==> src/design/ivt_pkg.sv <==
// Constants, types and register map of the twelve-bit interval timer
//////////////////////////////////////////////////////////////////////////////
//////////////////////////////////////////////////////////////////////////////
package ivt_pkg;

  // Register indices; the byte address is four times the index
  localparam logic [19:0] IDX_OPTION = 20'hF00F3;
  localparam logic [19:0] IDX_GATE   = 20'hF00FC;
  localparam logic [19:0] IDX_SRESET = 20'hF00FD;
  localparam logic [19:0] IDX_CTRL   = 20'hFFF90;

  // Field positions
  localparam int unsigned POS_RUN     = 15;
  localparam int unsigned POS_CKSEL   = 4;
  localparam int unsigned POS_TIMER   = 7;
  localparam int unsigned CMP_W       = 12;

  // Reset values and writable masks
  localparam logic [7:0]  RST_BYTE    = 8'h00;
  localparam logic [11:0] RST_CMP     = 12'hFFF;
  localparam logic [11:0] CNT_ZERO    = 12'h000;
  localparam logic [11:0] CNT_ONE     = 12'h001;
  localparam logic [7:0]  MASK_OPTION = 8'h90;
  localparam logic [7:0]  MASK_GATE   = 8'hF5;
  localparam logic [7:0]  MASK_SRESET = 8'hF4;
  localparam logic [31:0] RD_ZERO     = 32'h0000_0000;

  // Bus encodings
  localparam logic [2:0]  HSIZE_HALF  = 3'h1;
  localparam logic        HRESP_OKAY  = 1'b0;

  // Captured address phase
  typedef struct packed {
    logic        ok;
    logic [19:0] idx;
    logic        write;
    logic [2:0]  size;
  } ivt_aphase_t;

  // Bus slave states
  typedef enum logic [3:0] {
    ST_IDLE  = 4'b0001,
    ST_WR    = 4'b0010,
    ST_RD    = 4'b0100,
    ST_RDOUT = 4'b1000
  } ivt_bus_state_t;

endpackage

==> src/design/ivt_rise_sync.sv <==
// Three-stage pin synchroniser with agreement filter and rising-edge pulse
`timescale 1ns/1ps
`default_nettype none
module ivt_rise_sync
(
  input  wire logic hclk,
  input  wire logic hresetn,
  input  wire logic ce,
  input  wire logic pin,
  output logic      rise
);
  import ivt_pkg::*;

  logic [2:0] sync_reg;
  logic       level_reg;
  logic       agree;

  // Stage one feeds stage two only
  assign agree = (sync_reg[1] == sync_reg[2]);
  assign rise  = agree & sync_reg[2] & ~level_reg;

  // Shift chain and filtered level
  always_ff @(posedge hclk or negedge hresetn)
  begin
    if (!hresetn)
    begin
      sync_reg  <= 3'h0;
      level_reg <= 1'b0;
    end
    else if (ce)
    begin
      sync_reg  <= {sync_reg[1:0], pin};
      if (agree)
        level_reg <= sync_reg[2];
    end
  end
endmodule // ivt_rise_sync
`default_nettype wire

==> src/design/ivt_timer.sv <==
// Twelve-bit interval timer with AHB-Lite register slave
`timescale 1ns/1ps
`default_nettype none
module ivt_timer
(
  input  wire logic        hclk,
  input  wire logic        hresetn,
  input  wire logic        ce,
  input  wire logic        hsel,
  input  wire logic [31:0] haddr,
  input  wire logic [1:0]  htrans,
  input  wire logic        hwrite,
  input  wire logic [2:0]  hsize,
  input  wire logic [31:0] hwdata,
  input  wire logic        hready,
  output logic             hreadyout,
  output logic [31:0]      hrdata,
  output logic             hresp,
  input  wire logic        subclk_pin,
  input  wire logic        loco_pin,
  output logic             loco_enable,
  output logic             interval_irq
);
  import ivt_pkg::*;

  //////////////////////////////////////////////////////////////////////////////
  // Declarations

  ivt_bus_state_t state_reg;
  ivt_bus_state_t state_next;
  ivt_aphase_t    aph_reg;
  ivt_aphase_t    aph_now;
  logic [31:0]    hrdata_reg;
  logic [31:0]    rd_mux;
  logic [7:0]     option_reg;
  logic [7:0]     gate_reg;
  logic [7:0]     sreset_reg;
  logic [11:0]    cmp_reg;
  logic           run_req_reg;
  logic           pend_reg;
  logic           run_act_reg;
  logic [11:0]    cmp_act_reg;
  logic [11:0]    cnt_reg;
  logic           irq_reg;
  logic           aphase_take;
  logic           in_wr;
  logic           in_rd;
  logic           we_option;
  logic           we_gate;
  logic           we_sreset;
  logic           we_ctrl;
  logic           clock_gate;
  logic           soft_reset;
  logic           count_clock_select;
  logic           tick;
  logic           match;
  logic           stop_now;
  logic [1:0]     count_pins;
  logic [1:0]     count_rise;

  // Address-phase decode check shared by writes and reads
  function automatic logic hit(input ivt_aphase_t a, input logic [19:0] idx);
    hit = a.ok && (a.idx == idx);
  endfunction

  //////////////////////////////////////////////////////////////////////////////
  // Bus slave: zero-wait writes, reads with one wait state

  // Address-phase capture
  assign aphase_take   = hsel & hready & htrans[1];
  assign aph_now.ok    = (haddr[1:0] == 2'h0) && (haddr[31:22] == 10'h000);
  assign aph_now.idx   = haddr[21:2];
  assign aph_now.write = hwrite;
  assign aph_now.size  = hsize;

  // Handshake outputs
  assign in_wr     = (state_reg == ST_WR);
  assign in_rd     = (state_reg == ST_RD);
  assign hreadyout = ~in_rd;
  assign hresp     = HRESP_OKAY;
  assign hrdata    = hrdata_reg;

  // Next bus state
  always_comb
  begin
    state_next = state_reg;
    unique case (state_reg)
      ST_RD:
        state_next = ST_RDOUT;
      ST_IDLE, ST_WR, ST_RDOUT:
        if (!hready)
          state_next = state_reg;
        else if (aphase_take)
          state_next = hwrite ? ST_WR : ST_RD;
        else
          state_next = ST_IDLE;
    endcase
  end

  // Bus state and captured phase
  always_ff @(posedge hclk or negedge hresetn)
  begin
    if (!hresetn)
    begin
      state_reg <= ST_IDLE;
      aph_reg   <= '0;
    end
    else if (ce)
    begin
      state_reg <= state_next;
      if (aphase_take && !in_rd)
        aph_reg <= aph_now;
    end
  end

  //////////////////////////////////////////////////////////////////////////////
  // Register writes

  // Write strobes; timer control only when clocked, out of reset, half word or wider
  assign we_option = in_wr & hit(aph_reg, IDX_OPTION);
  assign we_gate   = in_wr & hit(aph_reg, IDX_GATE);
  assign we_sreset = in_wr & hit(aph_reg, IDX_SRESET);
  assign we_ctrl   = in_wr & hit(aph_reg, IDX_CTRL) & clock_gate & ~soft_reset
                     & (aph_reg.size >= HSIZE_HALF);

  // Named control bits
  assign clock_gate         = gate_reg[POS_TIMER];
  assign soft_reset         = sreset_reg[POS_TIMER];
  assign count_clock_select = option_reg[POS_CKSEL];
  assign loco_enable        = count_clock_select;

  // Shared byte registers, unused bits held at zero
  always_ff @(posedge hclk or negedge hresetn)
  begin
    if (!hresetn)
    begin
      option_reg <= RST_BYTE;
      gate_reg   <= RST_BYTE;
      sreset_reg <= RST_BYTE;
    end
    else if (ce)
    begin
      if (we_option)
        option_reg <= hwdata[7:0] & MASK_OPTION;
      if (we_gate)
        gate_reg <= hwdata[7:0] & MASK_GATE;
      if (we_sreset)
        sreset_reg <= hwdata[7:0] & MASK_SRESET;
    end
  end

  // Bus-side control word; soft reset holds it at its reset value
  always_ff @(posedge hclk or negedge hresetn)
  begin
    if (!hresetn)
    begin
      cmp_reg     <= RST_CMP;
      run_req_reg <= 1'b0;
      pend_reg    <= 1'b0;
    end
    else if (ce)
    begin
      if (soft_reset)
      begin
        cmp_reg     <= RST_CMP;
        run_req_reg <= 1'b0;
        pend_reg    <= 1'b0;
      end
      else if (we_ctrl)
      begin
        cmp_reg     <= hwdata[CMP_W-1:0];
        run_req_reg <= hwdata[POS_RUN];
        pend_reg    <= 1'b1;
      end
      else if (tick)
        pend_reg <= 1'b0;
    end
  end

  //////////////////////////////////////////////////////////////////////////////
  // Register reads

  // Read mux; gated timer reads zero, reserved bits zero
  assign rd_mux = hit(aph_reg, IDX_OPTION) ? {24'h000000, option_reg} :
                  hit(aph_reg, IDX_GATE)   ? {24'h000000, gate_reg}   :
                  hit(aph_reg, IDX_SRESET) ? {24'h000000, sreset_reg} :
                  (hit(aph_reg, IDX_CTRL) && clock_gate)
                    ? {16'h0000, run_act_reg, 3'h0, cmp_reg} : RD_ZERO;

  // Read data taken in the wait cycle, after any preceding write landed
  always_ff @(posedge hclk or negedge hresetn)
  begin
    if (!hresetn)
      hrdata_reg <= RD_ZERO;
    else if (ce && in_rd)
      hrdata_reg <= rd_mux;
  end

  //////////////////////////////////////////////////////////////////////////////
  // Count clock: pins synchronised, selected and gated

  assign count_pins = {loco_pin, subclk_pin};

  // One synchroniser per count-clock pin
  genvar gi;
  generate
    for (gi = 0; gi < 2; gi++)
    begin : g_sync
      ivt_rise_sync u_sync
      (
        .hclk    (hclk),
        .hresetn (hresetn),
        .ce      (ce),
        .pin     (count_pins[gi]),
        .rise    (count_rise[gi])
      );
    end
  endgenerate

  // Tick per selected count-clock cycle, only while clocked and released
  assign tick = clock_gate & ~soft_reset
                & count_rise[count_clock_select];

  //////////////////////////////////////////////////////////////////////////////
  // Counter, compare and interrupt

  assign match        = run_act_reg && (cnt_reg == cmp_act_reg);
  assign stop_now     = pend_reg & ~run_req_reg;
  assign interval_irq = irq_reg;

  // Count-side state; advances on pin ticks but is clocked by hclk, so it freezes while ce is low
  always_ff @(posedge hclk or negedge hresetn)
  begin
    if (!hresetn)
    begin
      run_act_reg <= 1'b0;
      cmp_act_reg <= RST_CMP;
      cnt_reg     <= CNT_ZERO;
      irq_reg     <= 1'b0;
    end
    else if (ce)
    begin
      if (soft_reset)
      begin
        run_act_reg <= 1'b0;
        cmp_act_reg <= RST_CMP;
        cnt_reg     <= CNT_ZERO;
        irq_reg     <= 1'b0;
      end
      else if (tick)
      begin
        if (pend_reg)
        begin
          run_act_reg <= run_req_reg;
          cmp_act_reg <= cmp_reg;
        end
        if (!run_act_reg || stop_now)
          cnt_reg <= CNT_ZERO;
        else if (match)
          cnt_reg <= CNT_ZERO;
        else
          cnt_reg <= cnt_reg + CNT_ONE;
        irq_reg <= match;
      end
    end
  end

  //////////////////////////////////////////////////////////////////////////////
  // Assertions

  property p_count_step;
    @(posedge hclk) disable iff (!hresetn)
    ce && tick && run_act_reg && !match && !stop_now
      |=> cnt_reg == 12'($past(cnt_reg) + CNT_ONE);
  endproperty
  a_count_step: assert property (p_count_step) else $error("counter did not step");

  property p_match_wrap;
    @(posedge hclk) disable iff (!hresetn)
    ce && tick && match |=> cnt_reg == CNT_ZERO && interval_irq;
  endproperty
  a_match_wrap: assert property (p_match_wrap) else $error("match did not wrap");

  property p_irq_cause;
    @(posedge hclk) disable iff (!hresetn)
    $rose(interval_irq) |-> $past(cnt_reg) == $past(cmp_act_reg) && $past(run_act_reg);
  endproperty
  a_irq_cause: assert property (p_irq_cause) else $error("irq without match");

  property p_stop_clear;
    @(posedge hclk) disable iff (!hresetn)
    ce && !run_act_reg |=> cnt_reg == CNT_ZERO;
  endproperty
  a_stop_clear: assert property (p_stop_clear) else $error("stopped counter not zero");

  property p_reserved_zero;
    @(posedge hclk) disable iff (!hresetn)
    ce && in_rd && hit(aph_reg, IDX_CTRL) |=> hrdata[14:12] == 3'h0 && hrdata[31:16] == 16'h0;
  endproperty
  a_reserved_zero: assert property (p_reserved_zero) else $error("reserved bits set");

  property p_gated_read;
    @(posedge hclk) disable iff (!hresetn)
    ce && in_rd && hit(aph_reg, IDX_CTRL) && !clock_gate |=> hrdata == RD_ZERO;
  endproperty
  a_gated_read: assert property (p_gated_read) else $error("gated read not zero");

  property p_run_delay;
    @(posedge hclk) disable iff (!hresetn)
    ce && we_ctrl && !tick |=> run_act_reg == $past(run_act_reg);
  endproperty
  a_run_delay: assert property (p_run_delay) else $error("run flag applied early");

  property p_soft_reset;
    @(posedge hclk) disable iff (!hresetn)
    ce && soft_reset |=> !run_act_reg && cnt_reg == CNT_ZERO && !interval_irq;
  endproperty
  a_soft_reset: assert property (p_soft_reset) else $error("soft reset not held");

  property p_irq_pulse;
    @(posedge hclk) disable iff (!hresetn)
    ce && tick && interval_irq && !match |=> !interval_irq;
  endproperty
  a_irq_pulse: assert property (p_irq_pulse) else $error("irq longer than a cycle");

  property p_read_wait;
    @(posedge hclk) disable iff (!hresetn)
    in_rd |-> !hreadyout;
  endproperty
  a_read_wait: assert property (p_read_wait) else $error("read wait missing");

  property p_ctrl_size;
    @(posedge hclk) disable iff (!hresetn)
    ce && in_wr && hit(aph_reg, IDX_CTRL) && (aph_reg.size < HSIZE_HALF) && !soft_reset
      |=> cmp_reg == $past(cmp_reg) && run_req_reg == $past(run_req_reg);
  endproperty
  a_ctrl_size: assert property (p_ctrl_size) else $error("narrow control write landed");

  property p_gated_write;
    @(posedge hclk) disable iff (!hresetn)
    ce && in_wr && hit(aph_reg, IDX_CTRL) && !clock_gate && !soft_reset
      |=> cmp_reg == $past(cmp_reg) && run_req_reg == $past(run_req_reg);
  endproperty
  a_gated_write: assert property (p_gated_write) else $error("gated write landed");

  property p_run_apply;
    @(posedge hclk) disable iff (!hresetn)
    ce && tick && pend_reg
      |=> run_act_reg == $past(run_req_reg) && cmp_act_reg == $past(cmp_reg);
  endproperty
  a_run_apply: assert property (p_run_apply) else $error("control word not applied");

  c_irq: cover property (@(posedge hclk) disable iff (!hresetn) $rose(interval_irq));
  c_start: cover property (@(posedge hclk) disable iff (!hresetn) $rose(run_act_reg));
  c_stop: cover property (@(posedge hclk) disable iff (!hresetn) $fell(run_act_reg));
  c_loco: cover property (@(posedge hclk) disable iff (!hresetn) tick && count_clock_select);

endmodule // ivt_timer
`default_nettype wire

==> config.mk <==
export PLATFORM = sky130hd
export DESIGN_NAME = ivt_timer
export DESIGN_NICKNAME = d
export VERILOG_FILES = /design/src/design/ivt_pkg.sv /design/src/design/ivt_rise_sync.sv /design/src/design/ivt_timer.sv
export SDC_FILE = /design/constraint.sdc
export NUM_CORES = 1
export LEC_CHECK = 0
export BUFFER_PORTS_ARGS = -buffer_cell sky130_fd_sc_hd__buf_4
export CAP_MARGIN = 30
export CORE_UTILIZATION = 58
export CTS_CLUSTER_SIZE = 12
export DETAILED_ROUTE_END_ITERATION = 8
export PLACE_DENSITY = 0.85
export SETUP_SLACK_MARGIN = 0.05
export SYNTH_ARGS = -nofsm -noshare
export SYNTH_HDL_FRONTEND = slang
export SYNTH_SLANG_ARGS = --single-unit
==> constraint.sdc <==
create_clock -name hclk -period 5.1 [get_ports hclk]
set_clock_uncertainty 0.2 [all_clocks]
set_input_delay 1.02 -clock hclk [delete_from_list [all_inputs] [get_ports hclk]]
set_output_delay 1.02 -clock hclk [all_outputs]
set_load 0.02 [all_outputs]
==> metrics.md <==
| Metric | Value |
|---|---|
| Outcome | `complete, no violations` |
| Most Used Layer, Global Route | `met2` |
| Final Power | `0.001654 W` |
| Post-route antenna net violation count | `0` |
| Met3 usage | `0.04750` |
| Unrepaired setup endpoints after global routing | `no` |
| Worst slew margin | `0.3982` |
| Fin area | `5712 um2` |
| Nets@finish | `618` |
| Root Buffer | `clkbuf_8` |
| Int Pwr | `0.001192 W` |
| Initial antenna violation count | `0` |
| # hold bufs at CTS | `0` |
| Initial Utilization | `0.6002` |
| Post-synth EDFFs | `0` |
| Commonest non-fill, non-tap cell in the layout | `dfrtp_1` |
| Net Sw Power | `0.0004629 W` |
| Largest net degree at the start of global routing | `73` |
| Post_cts resized | `0` |
| Vias in the first global route | `3668` |
| Crit path DAT | `1870 ps` |
| DRC Markers | `0` |
| Fin. max-slew vios | `0` |
| Top FF cell, synth | `dfrtp_1` |
| Least-Margin Pin Slew | `894.5 ps` |
| Multi-input gate area | `2195 um2` |
| Sequential Area | `2584 um2` |
| Post-Synthesis Cells | `470` |
| Post-CTS Setup Inserts | `0` |
| Post-synth top area share | `0.3888` |
| Fillers | `622` |
| Mapped Avg Cell Area | `10.54 um2` |
| Combinational share of power | `0.143` |
| Die Y | `94.44 um` |
| Via count | `3714` |
| RD Place Congestion | `0.8912` |
| WP data required | `3880 ps` |
| Chip width | `94.44 um` |
| Endpoints failing hold | `0` |
| Met2 usage | `0.4354` |
| Synthesized flop and latch total | `102` |
| CORE AREA | `8258 um2` |
| Setup TNS | `0 ps` |
| Post-DP Area | `5538 um2` |
| CTS tree | `done` |
| Synth cell types | `53` |
| Area leader, netlist | `dfrtp_1` |
| Peak supply drop | `0.0001832 V` |
| Final Critical Period | `3087 ps` |
| H-tree Lvls | `3` |
| Worst Hold Class | `reg -> reg` |
| Clock slew at reported path FFs | `100 ps` |
| Clock Latency Late Sink | `360 ps` |
| Sw frac | `0.2798` |
| Setup CP Type | `reg -> out` |
| Antenna cell count | `0` |
| PortBufs | `72` |
| First-pass iteration count of the detailed router | `4` |
| DRT Wirelength | `10.19 mm` |
| CP max FO | `5` |
| F_max | `323.9 MHz` |
| Part of the power in registers | `0.577` |
| Clock sink count | `102` |
| Max-cap violation count | `0` |
| HPWL after detailed placement | `7.406 mm` |
| Sequential share of the synthesized area | `0.5213` |
| WL/cell | `15.73 um` |
| Final instance count without filler cells | `648` |
| Die ar. | `8919 um2` |
| Area Overhead vs Synth | `15.25%` |
| Synth warn | `0` |
| Total Routing Usage GR | `0.2494` |
| DRT iter0 DRCs | `221` |
| Clk network pwr share | `0.280` |
| Clk buf depth | `2` |
| Async set-reset flop share out of synthesis | `1.000` |
| # setup viols final | `0` |
| Met1 usage in global routing | `0.3127` |
| Most frequent cells in the layout | `dfrtp_1, buf_4, nand2_1` |
| Grt ovf | `0` |
| Pwr/cell area | `289.7 nW/um2` |
| Fin crit share | `0.6053` |
| Worst setup SP type | `flip-flop` |
| Critical Path End Type | `output pin` |
| Hold slack final | `276.8 ps` |
| CTS Buf Count | `9` |
| Via density | `5.731` |
| Top cells by area, synth | `dfrtp_1, dfstp_2, mux2_2` |
| First-pass GRT wire length | `17.11 mm` |
| Placed Instances | `632` |
| P_leak | `2.504 nW` |
| Cell Area, Synth | `4956 um2` |
| Num ports | `113` |
| Number of flip-flops in the largest register | `24` |
| Layout cells sized above 1 | `0.3131` |
| # rows | `33` |
through the flow:
step | util | setup WS (ps)
floorplan | - | 2596
global placement | 0.6673 | 2135
detailed placement | 0.6706 | 2101
CTS | 0.6917 | 1984
global route | 0.6917 | 1856
finish | 0.6917 | 2013
routing by layer:
layer | part of all wire | vias up
li1 | - | 1772
met1 | 0.42 | 1812
met2 | 0.51 | 113
met3 | 0.054 | 17
met4 | 0.013 | 0
met5 | 0 | -
cells by family (layout without fill, tap and decap cells):
logic type      after synthesis  after routing  synth area share
simple gates                180            180            0.1906
flops                       102            102            0.5213
compound gates               77             77           0.09972
buf+inv                      47            101           0.05150
mux                          46             46            0.1038
xor+xnor                     14             14           0.02474
fa+ha+maj                     3              3          0.007575
other cells                   1             20         0.0007567
power by group through the flow:
stage                     Sequential, W  Combinational, W  Clock (W)
after floorplan                0.000954          0.000155          0
after global placement         0.000960          0.000227          0
after detailed placement       0.000968          0.000239          0
after CTS                      0.000954          0.000239   0.000473
after global routing           0.000968          0.000260   0.000508
final                          0.000954          0.000236   0.000464
worst max-delay path, cell delays in order (launching register included):
cell     delay, ps
dfrtp_1        440
nor4_1         790
inv_1           90
buf_4          190
layout make-up:
cell class | count | share of cell area
sequential | 102 | 0.4524
tap | 105 | 0.02300
clock inverter | 5 | 0.007448
multi-input combinational | 340 | 0.3842
inverter | 8 | 0.005257
clock buffer | 11 | 0.02300
timing repair buffer | 77 | 0.1047
cells in the mapped netlist, types with 3 or more instances:
master and n:
dfrtp_1 77, nand2_1 55, nor2_1 45, mux2_2 43, o21ai_0 28, dfstp_2 25, nand3_1 22, buf_4 20
clkbuf_1 16, a21oi_1 14, xnor2_1 12, nand4_1 10, nor4_1 9, inv_1 8, a2bb2oi_1 7, and2_1 5
nand4b_1 4, nor3_1 4, a32o_1 3, buf_2 3, ha_1 3, mux2i_1 3, nor2b_1 3, o211ai_1 3
o311ai_0 3, o31ai_1 3, or4_1 3
final timing paths:
check	startpoint	to	slack, ps	depth (start not counted)
setup reg to reg	sreset_reg[7]	cnt_reg[9]	2430	4
min in group asynchronous	hresetn	cnt_reg[3]	570	1
setup / recovery	state_reg[1]	hreadyout	2010	3
hold reg to reg	hrdata[1]	hrdata[1]	280	2
max in group asynchronous	hresetn	state_reg[0]	3180	2
hold / removal	hrdata[1]	hrdata[1]	280	2
Power figures use the tool's default switching activity.
